File: src/hw/run_gate_pkg.sv
// constants shared by the run command gating block
// assumes a 125 MHz clock and synchronous terminal inputs
`default_nettype none
package run_gate_pkg;
    // --------------------------------------------------------------
    // clock and timing
    // --------------------------------------------------------------
    localparam int CLOCK_HZ          = 125_000_000;
    localparam int MIN_INPUT_TIME_US = 1000;                 // 1 ms least pulse
    localparam int MIN_INPUT_CYCLES  = (CLOCK_HZ / 1_000_000) * MIN_INPUT_TIME_US;
    localparam int QSTOP_TICK_CYCLES = CLOCK_HZ / 10;        // one 0.1 s unit
    localparam int QSTOP_WIDTH       = 13;                   // 0.0 .. 600.0 s in 0.1 s
    localparam logic [QSTOP_WIDTH-1:0] QSTOP_MAX     = 13'h1770; // 600.0 s
    localparam logic [QSTOP_WIDTH-1:0] QSTOP_DEFAULT = 13'h0032; // 5.0 s
    // --------------------------------------------------------------
    // terminal function codes
    // --------------------------------------------------------------
    localparam int          NUM_TERMINALS = 7;
    localparam logic [5:0]  FUNC_FWD      = 6'h01;
    localparam logic [5:0]  FUNC_REV      = 6'h02;
    localparam logic [5:0]  FUNC_RUN_EN   = 6'h0D;           // 13
    localparam logic [5:0]  FUNC_3WIRE    = 6'h0E;           // 14
    // --------------------------------------------------------------
    // modes
    // --------------------------------------------------------------
    localparam logic        SRC_TERMINAL   = 1'b1;
    localparam logic        EN_ALWAYS      = 1'b0;
    localparam logic        EN_GATED       = 1'b1;
    localparam logic [1:0]  STOP_COAST     = 2'h0;
    localparam logic [1:0]  STOP_QUICK     = 2'h1;
    localparam logic [1:0]  STOP_QUICK_RES = 2'h2;
    typedef enum logic [3:0] {
        ST_IDLE = 4'h1,
        ST_RUN  = 4'h2,
        ST_RAMP = 4'h4,
        ST_HALT = 4'h8
    } run_state_t;
endpackage : run_gate_pkg
`default_nettype wire
File: src/hw/input_qualifier.sv
// stability filter for one terminal input
// assumes the input is already synchronous to clock
`default_nettype none
module input_qualifier #(
    parameter int STABLE_CYCLES = 125000
) (
    input  wire logic clock,
    input  wire logic rst_b,
    input  wire logic raw,
    output var  logic qualified
);
    localparam int CW = $clog2(STABLE_CYCLES + 1);
    logic [CW-1:0] cnt_q;
    logic          qual_q;
    wire           differs = (raw != qual_q);
    wire           done    = (cnt_q == CW'(STABLE_CYCLES - 1));
    // --------------------------------------------------------------
    // accept a new level only after it stayed put long enough
    // --------------------------------------------------------------
    always_ff @(posedge clock) begin
        if (!rst_b) begin
            cnt_q  <= '0;
            qual_q <= 1'b0;
        end else if (!differs) begin
            cnt_q  <= '0;                       // glitch restarts the wait
        end else if (done) begin
            cnt_q  <= '0;
            qual_q <= raw;
        end else begin
            cnt_q  <= cnt_q + 1'b1;
        end
    end
    assign qualified = qual_q;
endmodule // input_qualifier
`default_nettype wire

File: src/hw/run_command_gating.sv
// run and stop command interpreter for multi-function terminals
// assumes terminal levels synchronous to clock, active high when on
// Operation
// in three-wire mode with terminal command source a short forward or reverse press stays latched.
// a terminal pulse of at least one millisecond is taken as a valid command.
// in three-wire mode forward and reverse together stop the drive.
// a terminal set to run enable gates run commands under safe operation mode.
// with gated selection run is only seen while enable is on, always-enabled never gates.
// stop method takes 0 to 2, and coast blocks the output at once when enable drops.
// quick stop ramps over the quick stop time, halts, and needs a fresh run command to restart.
// quick stop resume ramps and halts, then restarts once run is asserted while enable is on.
// quick stop time is 0.0 to 600.0 s, default 5.0 s, used by both quick stop methods.
// releasing the three-wire terminal clears the latched run command, a closed stop button.
// every terminal must stay stable for the least input time before it is acted on.
`default_nettype none
module run_command_gating
    import run_gate_pkg::*;
#(
    parameter int STABLE_CYCLES = run_gate_pkg::MIN_INPUT_CYCLES,
    parameter int TICK_CYCLES   = run_gate_pkg::QSTOP_TICK_CYCLES
) (
    input  wire logic                                  clock,
    input  wire logic                                  rst_b,
    input  wire logic [run_gate_pkg::NUM_TERMINALS-1:0] terminal_in,
    input  wire logic [5:0]                            terminal_function_select [run_gate_pkg::NUM_TERMINALS],
    input  wire logic                                  cmd_source_sel,
    input  wire logic                                  terminal_gated,
    input  wire logic [1:0]                            stop_method,
    input  wire logic [run_gate_pkg::QSTOP_WIDTH-1:0]  qstop_time,
    output var  logic                                  forward_run_cmd,
    output var  logic                                  reverse_run_cmd,
    output var  logic                                  output_block,
    output var  logic                                  quick_ramp,
    output var  logic                                  drive_running
);
    import run_gate_pkg::*;

    // --------------------------------------------------------------
    // terminal qualification
    // --------------------------------------------------------------
    logic [NUM_TERMINALS-1:0] term_q;
    genvar gi;
    generate
        for (gi = 0; gi < NUM_TERMINALS; gi++) begin : g_qual
            input_qualifier #(.STABLE_CYCLES(STABLE_CYCLES)) u_qual (
                .clock     (clock),
                .rst_b     (rst_b),
                .raw       (terminal_in[gi]),
                .qualified (term_q[gi])
            );
        end
    endgenerate

    // --------------------------------------------------------------
    // function decode: which terminals carry each function
    // --------------------------------------------------------------
    logic fwd_in, rev_in, en_in, wire3_in, en_assigned, wire3_assigned;
    always_comb begin
        fwd_in         = 1'b0;
        rev_in         = 1'b0;
        en_in          = 1'b0;
        wire3_in       = 1'b0;
        en_assigned    = 1'b0;
        wire3_assigned = 1'b0;
        for (int i = 0; i < NUM_TERMINALS; i++) begin
            if (terminal_function_select[i] == FUNC_FWD) fwd_in = fwd_in | term_q[i];
            if (terminal_function_select[i] == FUNC_REV) rev_in = rev_in | term_q[i];
            if (terminal_function_select[i] == FUNC_RUN_EN) begin
                en_assigned = 1'b1;
                en_in       = en_in | term_q[i];
            end
            if (terminal_function_select[i] == FUNC_3WIRE) begin
                wire3_assigned = 1'b1;
                wire3_in       = wire3_in | term_q[i];
            end
        end
    end

    // --------------------------------------------------------------
    // three-wire latch and run request
    // --------------------------------------------------------------
    logic fwd_latch_q, rev_latch_q;
    wire three_wire = wire3_assigned & (cmd_source_sel == SRC_TERMINAL);
    wire both_cmd   = fwd_in & rev_in;
    wire fwd_req    = three_wire ? fwd_latch_q : (fwd_in & ~rev_in);
    wire rev_req    = three_wire ? rev_latch_q : (rev_in & ~fwd_in);
    wire run_req    = (fwd_req | rev_req) & (cmd_source_sel == SRC_TERMINAL);

    // a press latches; stop button release or both pressed clears
    always_ff @(posedge clock) begin
        if (!rst_b) begin
            fwd_latch_q <= 1'b0;
            rev_latch_q <= 1'b0;
        end else if (!three_wire || !wire3_in || both_cmd) begin
            fwd_latch_q <= 1'b0;
            rev_latch_q <= 1'b0;
        end else begin
            fwd_latch_q <= fwd_latch_q | (fwd_in & ~rev_latch_q);
            rev_latch_q <= rev_latch_q | (rev_in & ~fwd_latch_q);
        end
    end

    // --------------------------------------------------------------
    // run enable gate
    // --------------------------------------------------------------
    // without an enable terminal there is nothing to gate on
    wire gating   = en_assigned & (terminal_gated == EN_GATED);
    wire enable_ok = ~gating | en_in;
    wire method_ok = (stop_method <= STOP_QUICK_RES);
    wire [1:0] method = method_ok ? stop_method : STOP_COAST;

    // --------------------------------------------------------------
    // quick stop timer in 0.1 s units
    // --------------------------------------------------------------
    localparam int TW = $clog2(TICK_CYCLES + 1);
    logic [TW-1:0]          tick_q;
    logic [QSTOP_WIDTH-1:0] ramp_q;
    wire [QSTOP_WIDTH-1:0]  qtime = (qstop_time > QSTOP_MAX) ? QSTOP_MAX : qstop_time;
    wire tick = (tick_q == TW'(TICK_CYCLES - 1));

    // --------------------------------------------------------------
    // stop state machine
    // --------------------------------------------------------------
    run_state_t state_q, state_d;
    logic       run_seen_q;    // rearm seen since halt (run dropped, or enable on in resume mode), needed for re-entry
    always_comb begin
        state_d = state_q;
        case (state_q)
            ST_IDLE: if (run_req && enable_ok) state_d = ST_RUN;
            ST_RUN: begin
                if (!run_req) state_d = ST_IDLE;
                else if (!enable_ok) begin
                    if (method == STOP_COAST) state_d = ST_IDLE;
                    else state_d = ST_RAMP;
                end
            end
            ST_RAMP: if (ramp_q == '0) state_d = ST_HALT;
            ST_HALT: begin
                // plain quick stop needs a fresh edge of run; resume restarts once enable returns with run held
                if (run_req && enable_ok && run_seen_q) state_d = ST_RUN;
            end
            default: state_d = ST_IDLE;
        endcase
    end

    always_ff @(posedge clock) begin
        if (!rst_b) begin
            state_q <= ST_IDLE;
        end else begin
            state_q <= state_d;
        end
    end

    // quick stop counts down the set time, whole 0.1 s steps
    always_ff @(posedge clock) begin
        if (!rst_b) begin
            tick_q <= '0;
            ramp_q <= QSTOP_DEFAULT;
        end else if (state_q != ST_RAMP) begin
            tick_q <= '0;
            ramp_q <= qtime;
        end else if (tick) begin
            tick_q <= '0;
            ramp_q <= ramp_q - 1'b1;
        end else begin
            tick_q <= tick_q + 1'b1;
        end
    end

    // resume mode only needs run with enable on; plain quick stop needs run re-entered
    wire rearm = (method == STOP_QUICK_RES) ? enable_ok : ~run_req;
    always_ff @(posedge clock) begin
        if (!rst_b) begin
            run_seen_q <= 1'b0;
        end else if (state_q != ST_HALT) begin
            run_seen_q <= 1'b0;
        end else if (rearm) begin
            run_seen_q <= 1'b1;
        end
    end

    // --------------------------------------------------------------
    // registered outputs
    // --------------------------------------------------------------
    always_ff @(posedge clock) begin
        if (!rst_b) begin
            forward_run_cmd <= 1'b0;
            reverse_run_cmd <= 1'b0;
            output_block    <= 1'b1;
            quick_ramp      <= 1'b0;
            drive_running   <= 1'b0;
        end else begin
            forward_run_cmd <= (state_d == ST_RUN) & fwd_req;
            reverse_run_cmd <= (state_d == ST_RUN) & rev_req;
            output_block    <= (state_d == ST_IDLE) | (state_d == ST_HALT);
            quick_ramp      <= (state_d == ST_RAMP);
            drive_running   <= (state_d == ST_RUN) | (state_d == ST_RAMP);
        end
    end

    // --------------------------------------------------------------
    // checks
    // --------------------------------------------------------------
    a_both_stop: assert property (@(posedge clock) disable iff (!rst_b)
        (three_wire && both_cmd) |=> !fwd_latch_q && !rev_latch_q)
        else $error("both commands did not clear latch");
    a_coast_block: assert property (@(posedge clock) disable iff (!rst_b)
        (state_q == ST_RUN && run_req && !enable_ok && method == STOP_COAST) |=> output_block)
        else $error("coast did not block output");
    a_gate_run: assert property (@(posedge clock) disable iff (!rst_b)
        (state_q == ST_IDLE && !enable_ok) |=> !drive_running)
        else $error("run started without enable");
    a_ramp_enter: assert property (@(posedge clock) disable iff (!rst_b)
        (state_q == ST_RUN && run_req && !enable_ok && method != STOP_COAST) |=> quick_ramp)
        else $error("quick stop ramp not entered");
    a_halt_hold: assert property (@(posedge clock) disable iff (!rst_b)
        (state_q == ST_HALT && !run_seen_q) |=> state_q != ST_RUN)
        else $error("restart without rearm");
    a_latch_hold: assert property (@(posedge clock) disable iff (!rst_b)
        (three_wire && wire3_in && !both_cmd && fwd_latch_q) |=> fwd_latch_q)
        else $error("latched forward lost");
    a_stop_release: assert property (@(posedge clock) disable iff (!rst_b)
        (three_wire && !wire3_in) |=> !fwd_latch_q && !rev_latch_q)
        else $error("stop button did not clear latch");
    a_ramp_time: assert property (@(posedge clock) disable iff (!rst_b)
        (state_q == ST_RAMP && ramp_q != '0) |=> state_q == ST_RAMP)
        else $error("ramp ended early");
    a_qual_stable: assert property (@(posedge clock) disable iff (!rst_b)
        $rose(term_q[0]) |-> $past(terminal_in[0]))
        else $error("qualified without raw level");
endmodule // run_command_gating
`default_nettype wire

File: config.mk
export PLATFORM = sky130hd
export DESIGN_NAME = run_command_gating
export DESIGN_NICKNAME = d
export VERILOG_FILES = /design/src/hw/run_gate_pkg.sv /design/src/hw/input_qualifier.sv /design/src/hw/run_command_gating.sv
export SDC_FILE = /design/constraint.sdc
export NUM_CORES = 1
export LEC_CHECK = 0
export BUFFER_PORTS_ARGS = -buffer_cell sky130_fd_sc_hd__buf_2
export CAP_MARGIN = 20
export CORE_ASPECT_RATIO = 1.4
export CORE_MARGIN = 5
export CORE_UTILIZATION = 30
export DETAILED_ROUTE_END_ITERATION = 7
export PLACE_DENSITY = 0.56
export SYNTH_ARGS = -nofsm -noshare
export SYNTH_HDL_FRONTEND = slang
export SYNTH_SLANG_ARGS = --single-unit
File: constraint.sdc
create_clock -name clock -period 2.5 [get_ports clock]
set_input_delay 0.125 -clock clock [delete_from_list [all_inputs] [get_ports clock]]
set_output_delay 0.125 -clock clock [all_outputs]
set_load 0.03 [all_outputs]
# Word level (Yosys, flattened, before mapping)
# Cells that the tools add are included.
# totals
word_cells	226
in_bits	68
regBits	175
output_inout_bits	5
# classes
eq_ne	54
order_cmp	2
n_addsub	9
bitwise	54
muxes	56
n_reduce_logical	26
# ops
operator	count
17-bit by 1-bit adder with 17-bit output, second input constant	7
17-bit == test, second input constant	7
6-bit by 4-bit == test with 1-bit output, second input constant	14
1-bit two-way mux	45
6-bit by 1-bit == test with 1-bit output, second input constant	7
6-bit by 2-bit == test with 1-bit output, second input constant	7
13-bit two-way mux	3
1-bit bitwise OR	30
24-bit by 1-bit adder with 24-bit output, second input constant	1
24-bit == test, second input constant	1
3-bit OR reduction	8
4-bit two-way mux	5
4-bit one-hot mux with 4 select lines	1
1-bit NOT	14
2-bit AND reduction	7
13-bit greater-than comparator, second input constant	1
13-bit logical NOT	1
13-bit by 1-bit subtractor with 13-bit output, second input constant	1
1-bit bitwise AND	10
4-bit by 1-bit == test with 1-bit output, second input constant	2
4-bit by 2-bit == test with 1-bit output, second input constant	2
4-bit by 3-bit == test with 1-bit output, second input constant	2
4-bit == test, second input constant	2
1-bit != test	7
12 further kinds	16

# Logic depth before layout (Yosys ltp)
# Gate-level depths: netlist of the first run.
# depth
depth_word	25
depth_mapped	9
ltp_nobuf	9

# Hierarchy
# From an unflattened synthesis of the first run, not the netlist that was laid out.
# hier_totals
cells_unflattened	1069
hier_area_um2	9202.6
# by_module_without_submodules
module	seq_area_each_um2	cells_each	n_inst	area_each_um2
input_qualifier	360.3	97	7	888.4
run_command_gating	980.9	390	1	2984.1

# Worst setup path after synthesis of the first run
# Ideal clock, no wire load.
# synth_timing
kind	register to register
start	register g_qual[4].u_qual.qual_q
end	register reverse_run_cmd
period_less_slack_ns	2.155
path_slack_ns	0.345
arrival_ns	2.088
path_stages_with_launch	9
setup_ns	0.066
required_time_ns	2.434
n_path_buf	0
cell_sequence	dfxtp_1 nor3b_1 a22oi_1 nand2_1 nor3_1 xnor2_1 o211ai_4 or4_4 a21oi_2
# synth_between
elab_chain_len	17
elab_cells_between_ends	36
cone_classes	eq/ne: 1; mux: 16; bitwise: 17; reduce/logical: 2
# synth_rtl
item	line_no	text
from (decl)	input_qualifier.sv:14	logic qual_q;
from (signal assigned)	input_qualifier.sv:28	qual_q <= raw;
1-bit bitwise OR (on tied branches)	run_command_gating.sv:67, run_command_gating.sv:66	
1-bit two-way mux (on tied branches)	run_command_gating.sv:67, run_command_gating.sv:66	
1-bit bitwise OR (on tied branches)	run_command_gating.sv:67, run_command_gating.sv:66	
1-bit two-way mux (on tied branches)	run_command_gating.sv:67, run_command_gating.sv:66	
1-bit bitwise OR (on tied branches)	run_command_gating.sv:67, run_command_gating.sv:66	
1-bit two-way mux (on tied branches)	run_command_gating.sv:67, run_command_gating.sv:66	
1-bit NOT (on tied branches)	run_command_gating.sv:85, run_command_gating.sv:86	
1-bit bitwise AND (on tied branches)	run_command_gating.sv:85, run_command_gating.sv:86	
1-bit two-way mux (on tied branches)	run_command_gating.sv:85, run_command_gating.sv:86	
1-bit bitwise OR	run_command_gating.sv:87	wire run_req = (fwd_req | rev_req) & (cmd_source_sel == SRC_TERMINAL);
1-bit bitwise AND	run_command_gating.sv:87	
1-bit logical AND	run_command_gating.sv:129, run_command_gating.sv:140	
1-bit logical AND	run_command_gating.sv:140	if (run_req && enable_ok && run_seen_q) state_d = ST_RUN;
4-bit two-way mux	run_command_gating.sv:140	
4-bit one-hot mux with 4 select lines	run_command_gating.sv:128	case (state_q)
4-bit by 2-bit == test with 1-bit output	run_command_gating.sv:194	reverse_run_cmd <= (state_d == ST_RUN) & rev_req;
1-bit bitwise AND *	run_command_gating.sv:194	
to (signal assigned)	run_command_gating.sv:194	
to (decl)	run_command_gating.sv:31	output var logic reverse_run_cmd,
# Every way passes the cells marked *; elsewhere a longest branch is shown, timed or not.
# A chain may end at the register's enable or synchronous reset.

# Final worst setup path of the first run
# Ends and elaborated chain as after synthesis.

==> impl_results.md, run 1 <==
* R2R cell count at 8
* Die Footprint at 0.03058 sq mm
* Placed Cells at 1418
* CTS Hold Bufs at 11
* Worst-skew pair later-pin latency at 0.42 ns
* Final setup vio count at 0
* Startpoint class of the critical path: register
* Asr flop ratio synth at 0%
* CTS resizes at 0
* Most frequent cell after synthesis: nor2_1
* Crit-path max cell delay at 0.54 ns
* Final Hold Vio Count at 0
* Num Clock Sinks at 175
* Peak Freq at 433.3 MHz
* Post-CTS setup buffers at 0
* Top-area cell type share of the netlist area at 43.03%
* DRC Markers at 0
* Relative slew slack at 56.15%
* Post-synth top area cell: dfxtp_1
* Worst hold path type: input pin to register
* TritonCTS Buffers at 17
* Worst Setup SP: g_qual[4].u_qual.qualified
* Minimum clock period at 2.308 ns
* Final Skew at 0.01084 ns
* DP Worst Slack at 0.05427 ns
* Final ANT Viol Nets at 0
* P&R area growth vs syn at 20.33%
* Chip Width at 149.2 um
* Top fanout value on the critical path at 5
* Syn. warnings at 0
* Die Y at 204.9 um
* Worst-Margin Slew at 0.6518 ns
* H-tree depth at 4
* Hold endpoint: g_qual[5].u_qual.qualified
* Register-to-register setup slack at 0.19 ns
* # rows at 71
* Tot GR Track Use at 12.68%
* Setup TNS at 0 ns
* Clock Pin Slew Worst Setup and Hold Paths at 0.06 ns
* Most frequent cells after synthesis: 222 x nor2_1, 175 x dfxtp_1, 84 x nand3_1
* RSZ-0062 raised after global routing: false
* Sequential share of the synthesized area at 43.03%
* Setup Crit Path Kind: register to register
* Clock buffer depth at 2
* CP Data Arrival Time at 2.66 ns
* Hold Startpoint: terminal_in[5]
* Half-perimeter wire length after placement at 14540 um
* Status: finished clean
* Fin nets at 1161
* Placer Congestion at 0.7970
* Core box area at 0.02683 sq mm
* Crit end category: register
* Synthesized Nets at 1054
* Post-Synthesis Cell Area at 0.008142 sq mm
* Peak supply drop at 468.7 uV
* Pwr Density at 599.8 mW/mm^2
* Yosys reg bits at 175
* Largest net degree at the start of global routing at 18
* Routed WL at 19070 um
* Via-to-Cell Ratio at 4.694
* Layout Cells excl Fill at 1462
* Mapped Cells at 976
* Synth top area cells: dfxtp_1 43%, nor2_1 10%, xor2_1 8.4%
* Grt total ovfl at 0
* Total of max-cap violations at 0
* Util after Layout at 36.52%
* Worst hold stages at 3
* Worst path slowest cell: or4_4
* Register area at 0.003503 sq mm
* Fillers at 2831
* Via Count at 6863
* Area taken by multi-input logic gates at 0.004467 sq mm
* Clk root buf: clkbuf_16
* Buf/Inv on CP at 0
* CTS tree: built
* Reg-to-Reg End: reverse_run_cmd
* Period utilization at 92.31%
* Number of global-route vias before repair at 6538
* Wirelength per Cell at 13.05 um
* Initial drt markers at 335
* Synth cell types at 54
* Post-synth EDFFs at 0
* Critical path required time at 2.86 ns
* Reg2reg start: g_qual[4].u_qual.qualified
* Worst setup margin at 0.1922 ns
* Delay-heaviest family, CP: compound AO/OA/AOI/OAI gates
* First-pass GRT wire length at 31490 um
* CP cell instances: nor3b_1 > a22o_1 > a41oi_2 > o211ai_2 > xnor2_1 > o211ai_4 > or4_4 > a21oi_2
* Detailed Routing Iterations Pass 1 at 5
* Predominant post-synthesis flop cell: dfxtp_1
* Syn avg cell area at 8.342 sq um
* Port Buf Inserts at 72
* Slew Limit Fails at 0
* Starting Density at 30.35%
* Share of cells above drive strength 1 at 13.32%
* Initial antenna violation count at 3
* P_leak at 3.359 nW
* I/O Pins at 73
-- state kept, by name, summed over array words and instances (netlist names), 4 cells and up --
name / cells
ramp_q: 13
g_qual.u_qual.cnt_q: 119
tick_q: 24
g_qual.u_qual.qualified: 7
state_q: 4
-- tightest hold or removal path: stages --
cell	delay [ns]
buf_2	0.12
mux2i_1	0.07
nor2_1	0.08
-- stage by stage --
step | power (mW) | area, sq um | hold WS (ns)
global placement | 3.158 | 9069 | 0.3950
CTS | 5.961 | 9794 | 0.0005863
finish | 5.876 | 9797 | 0.01228
global route | 6.109 | 9797 | 0.02759
floorplan | 3.030 | 8142 | 0.2554
detailed placement | 3.161 | 9069 | 0.3990
-- power by group --
part | leakage, nW | total (mW) | internal [mW] | switching (mW)
Clock | 0.287 | 2.77 | 1.64 | 1.13
Sequential | 1.41 | 2.84 | 2.81 | 0.0221
Combinational | 1.66 | 0.275 | 0.120 | 0.155
-- logic make-up (layout without fill, tap and decap cells) --
group                    after synthesis  after routing  share of synthesized area, %
AO/OA/AOI/OAI                         67             67                         5.502
XOR/XNOR                             141            141                         15.17
adder cells (fa/ha/maj)               10             10                         1.537
buffers and inverters                 44            164                         2.105
flip-flops                           175            175                         43.03
multiplexers                           7              7                        0.8606
other                                  0              1                             0
AND/OR/NAND/NOR                      532            532                         31.80
-- metal layers --
metal	wire [um]	GRT usage, %	vias up
met2	9441	21.96	109
met5	28	0	-
met3	783	3.408	19
met4	219	3.533	4
met1	8601	15.45	3188
li1	-	-	3543
-- placed cells by master, fill, tap and decap left out, types with 15 or more instances in the layout --
master	Yosys	layout
clkbuf_16	0	17
a21oi_1	16	16
xnor2_1	63	63
dfxtp_1	175	175
nor3_1	16	16
nor4b_1	15	15
nand2_1	76	76
nand4_1	16	16
xor2_1	78	78
inv_1	23	23
and3_1	26	26
nand3_1	84	84
nor4_1	15	15
nor2_1	222	222
buf_2	5	72
buf_4	0	26
o21ai_0	19	19
-- worst max-delay path by stage --
stage	to	slack [ns]	depth (start not counted)
3_3_place_gp	forward_run_cmd	0.09	9
6_report	reverse_run_cmd	0.19	8
4_1_cts	reverse_run_cmd	0.18	8
3_5_place_dp	reverse_run_cmd	0.05	9
5_1_grt	reverse_run_cmd	0.03	8
2_1_floorplan	reverse_run_cmd	0.35	8
-- layout make-up --
class | count | share of cell area (%)
Inverter | 23 | 0.8812
Tap cell | 365 | 4.662
Sequential cell | 175 | 35.76
Multi-Input combinational cell | 757 | 45.59
Clock inverter | 11 | 1.584
Antenna cell | 1 | 0.02554
Clock buffer | 21 | 4.700
Timing Repair Buffer | 109 | 6.794
No activity file was read; power rests on OpenSTA's default activity.
==> inputs of run 2 (changes only) <==
--- a/config.mk
+++ b/config.mk
@@ -5,13 +5,14 @@
 export SDC_FILE = /design/constraint.sdc
 export NUM_CORES = 1
 export LEC_CHECK = 0
-export BUFFER_PORTS_ARGS = -buffer_cell sky130_fd_sc_hd__buf_2
+export BUFFER_PORTS_ARGS = -buffer_cell sky130_fd_sc_hd__buf_4
 export CAP_MARGIN = 20
 export CORE_ASPECT_RATIO = 1.4
 export CORE_MARGIN = 5
 export CORE_UTILIZATION = 30
 export DETAILED_ROUTE_END_ITERATION = 7
 export PLACE_DENSITY = 0.56
+export REMOVE_ABC_BUFFERS = 1
 export SYNTH_ARGS = -nofsm -noshare
 export SYNTH_HDL_FRONTEND = slang
 export SYNTH_SLANG_ARGS = --single-unit
==> impl_results.md, run 2 (same netlist as run 1, synthesis figures left out) <==
* Status: finished clean
* Top reg by flops: g_qual.u_qual.cnt_q
* Placed Cells at 1417 (-0.071%)
* Critical path required time at 2.82 ns (-0.04 ns)
* Clock buffer depth at 2 (unchanged)
* Startpoint class of the critical path: input pin
* Via Count at 6828 (-0.51%)
* Buf/Inv on CP at 3 (+3)
* ANT cells at 0 (-1)
* Number of global-route vias before repair at 6677 (+2.1%)
* RSZ-0062 raised after global routing: false
* Period utilization at 93.55% (+1.2 points)
* Worst-Margin Slew at 0.6591 ns (+0.007312 ns)
* Placer Congestion at 0.7989 (+0.24%)
* WHS at 0.04556 ns (+0.03328 ns)
* Largest registers: g_qual.u_qual.cnt_q x119, tick_q x24, ramp_q x13
* Layout Cells excl Fill at 1468 (+0.41%)
* Chip Width at 149.2 um (unchanged)
* Starting Density at 30.35% (unchanged)
* P&R area growth vs syn at 23.47%
* TritonCTS Buffers at 17 (unchanged)
* Fillers at 2834 (+0.11%)
* Crit end category: register
* Initial antenna violation count at 0 (-3)
* Wirelength per Cell at 12.55 um (-3.8%)
* Post-layout instance area at 0.01005 sq mm (+2.6%)
* Util after Layout at 37.47% (+0.95 points)
* I/O Pins at 73 (unchanged)
* Tot GR Track Use at 12.48% (-0.20 points)
* Most common cell after layout, fill and taps aside: nor2_1
* Pwr Total at 5.860 mW (-0.28%)
* Final setup vio count at 0 (unchanged)
* Fin nets at 1168 (+0.60%)
* Core box area at 0.02683 sq mm (unchanged)
* Port Buf Inserts at 72 (unchanged)
* CP Data Arrival Time at 2.66 ns (about the same)
* Minimum clock period at 2.339 ns (+0.03092 ns)
* Register-to-register setup slack at 0.22 ns (+0.03 ns)
* P_leak at 3.445 nW (+2.6%)
* Die Y at 204.9 um (unchanged)
* Clock Pin Slew Worst Setup and Hold Paths at 0.07 ns (about the same)
* Setup Crit Path Kind: input pin to register
* Slew Limit Fails at 0 (unchanged)
* First-pass GRT wire length at 31240 um (-0.81%)
* Delay-heaviest family, CP: buffers and inverters
* Final Skew at 0.007111 ns (-0.003727 ns)
* Initial drt markers at 270 (-19%)
* Area taken by multi-input logic gates at 0.004481 sq mm (+0.31%)
* Setup TNS at 0 ns (unchanged)
* Share of cells above drive strength 1 at 13.96% (+0.64 points)
* Half-perimeter wire length after placement at 13880 um (-4.5%)
* Crit-path max cell delay at 0.56 ns (+0.02 ns)
* Top fanout value on the critical path at 10 (+5)
* Largest register FFs at 119 (unchanged)
* Worst-skew pair later-pin latency at 0.43 ns (about the same)
* Clk root buf: clkbuf_16
* Commonest cells after routing, fill and taps aside: 221 x nor2_1, 173 x dfxtp_1, 98 x buf_4
* Detailed Routing Iterations Pass 1 at 5 (unchanged)
* Via-to-Cell Ratio at 4.651 (-0.92%)
* Worst setup margin at 0.1613 ns (-0.03092 ns)
* Routed WL at 18430 um (-3.4%)
* Total of max-cap violations at 0 (unchanged)
* Final Hold Vio Count at 0 (unchanged)
* Register area at 0.003506 sq mm (about the same)
* Die Footprint at 0.03058 sq mm (unchanged)
* Worst hold path type: input pin to register
* DP Worst Slack at 0.07530 ns (+0.02103 ns)
* Largest net degree at the start of global routing at 24 (+6)
* Grt total ovfl at 0 (unchanged)
* Relative slew slack at 55.44% (-0.71 points)
* Worst path slowest cell: dlygate4sd3_1
* Placed Area at 0.009241 sq mm (+1.9%)
* Pwr Density at 582.9 mW/mm^2 (-2.8%)
* Peak Freq at 427.6 MHz (-1.3%)
* CP cell instances: dlygate4sd3_1 > buf_4 > or4_1 > nor3_1 > o21ai_2 > nor2_1 > nor2_1 > o21ai_0 > nand3_1 > dlygate4sd3_1
* H-tree depth at 4 (unchanged)
* Num Clock Sinks at 175 (unchanged)
* DRC Markers at 0 (unchanged)
* CTS tree: built
* # rows at 71 (unchanged)
* Peak supply drop at 461.5 uV (-1.5%)
* Final ANT Viol Nets at 0 (unchanged)
run 2: layout make-up:
cell class	instances	share of cell area, %
Tap cell	365	4.543
Inverter	23	0.8589
Clock buffer	17	4.232
Sequential cell	175	34.88
Multi-Input combinational cell	757	44.57
Clock inverter	15	1.805
Timing Repair Buffer	116	9.111
run 2: power breakdown:
part           switching, mW  internal (mW)  total, mW
Sequential            0.0205           2.81       2.83
Clock                   1.21           1.51       2.71
Combinational          0.154          0.157      0.311
run 2: what timing repair did:
action	in CTS	in global routing
setup endpoints to repair	0	6
resized for setup	0	6
hold buffers	18	0
hold endpoints to repair	18	0
setup buffers	0	1
run 2: worst paths after layout:
| kind | from | to | cells after the start |
|---|---|---|---|
| worst min register to register | tick_q[0] | tick_q[0] | 1 |
| worst max register to register | state_q[0] | ramp_q[4] | 7 |
| worst min-delay path | qstop_time[8] | ramp_q[8] | 3 |
| worst max-delay path | qstop_time[0] | ramp_q[4] | 10 |
run 2: layer usage:
layer  part of all wire [%]  track usage [%]  up-vias  routed length [um]
met5                      0                0        -                   0
li1                       -                -     3555                   -
met2                     49            21.30      109                8993
met4                    2.1            4.743        0                 388
met3                    4.4            3.142       27                 802
met1                     45            15.07     3137                8241
run 2: worst min-delay path, stage by stage:
cell and delay, ns:
buf_4 0.10, o22ai_1 0.08, a21oi_1 0.14
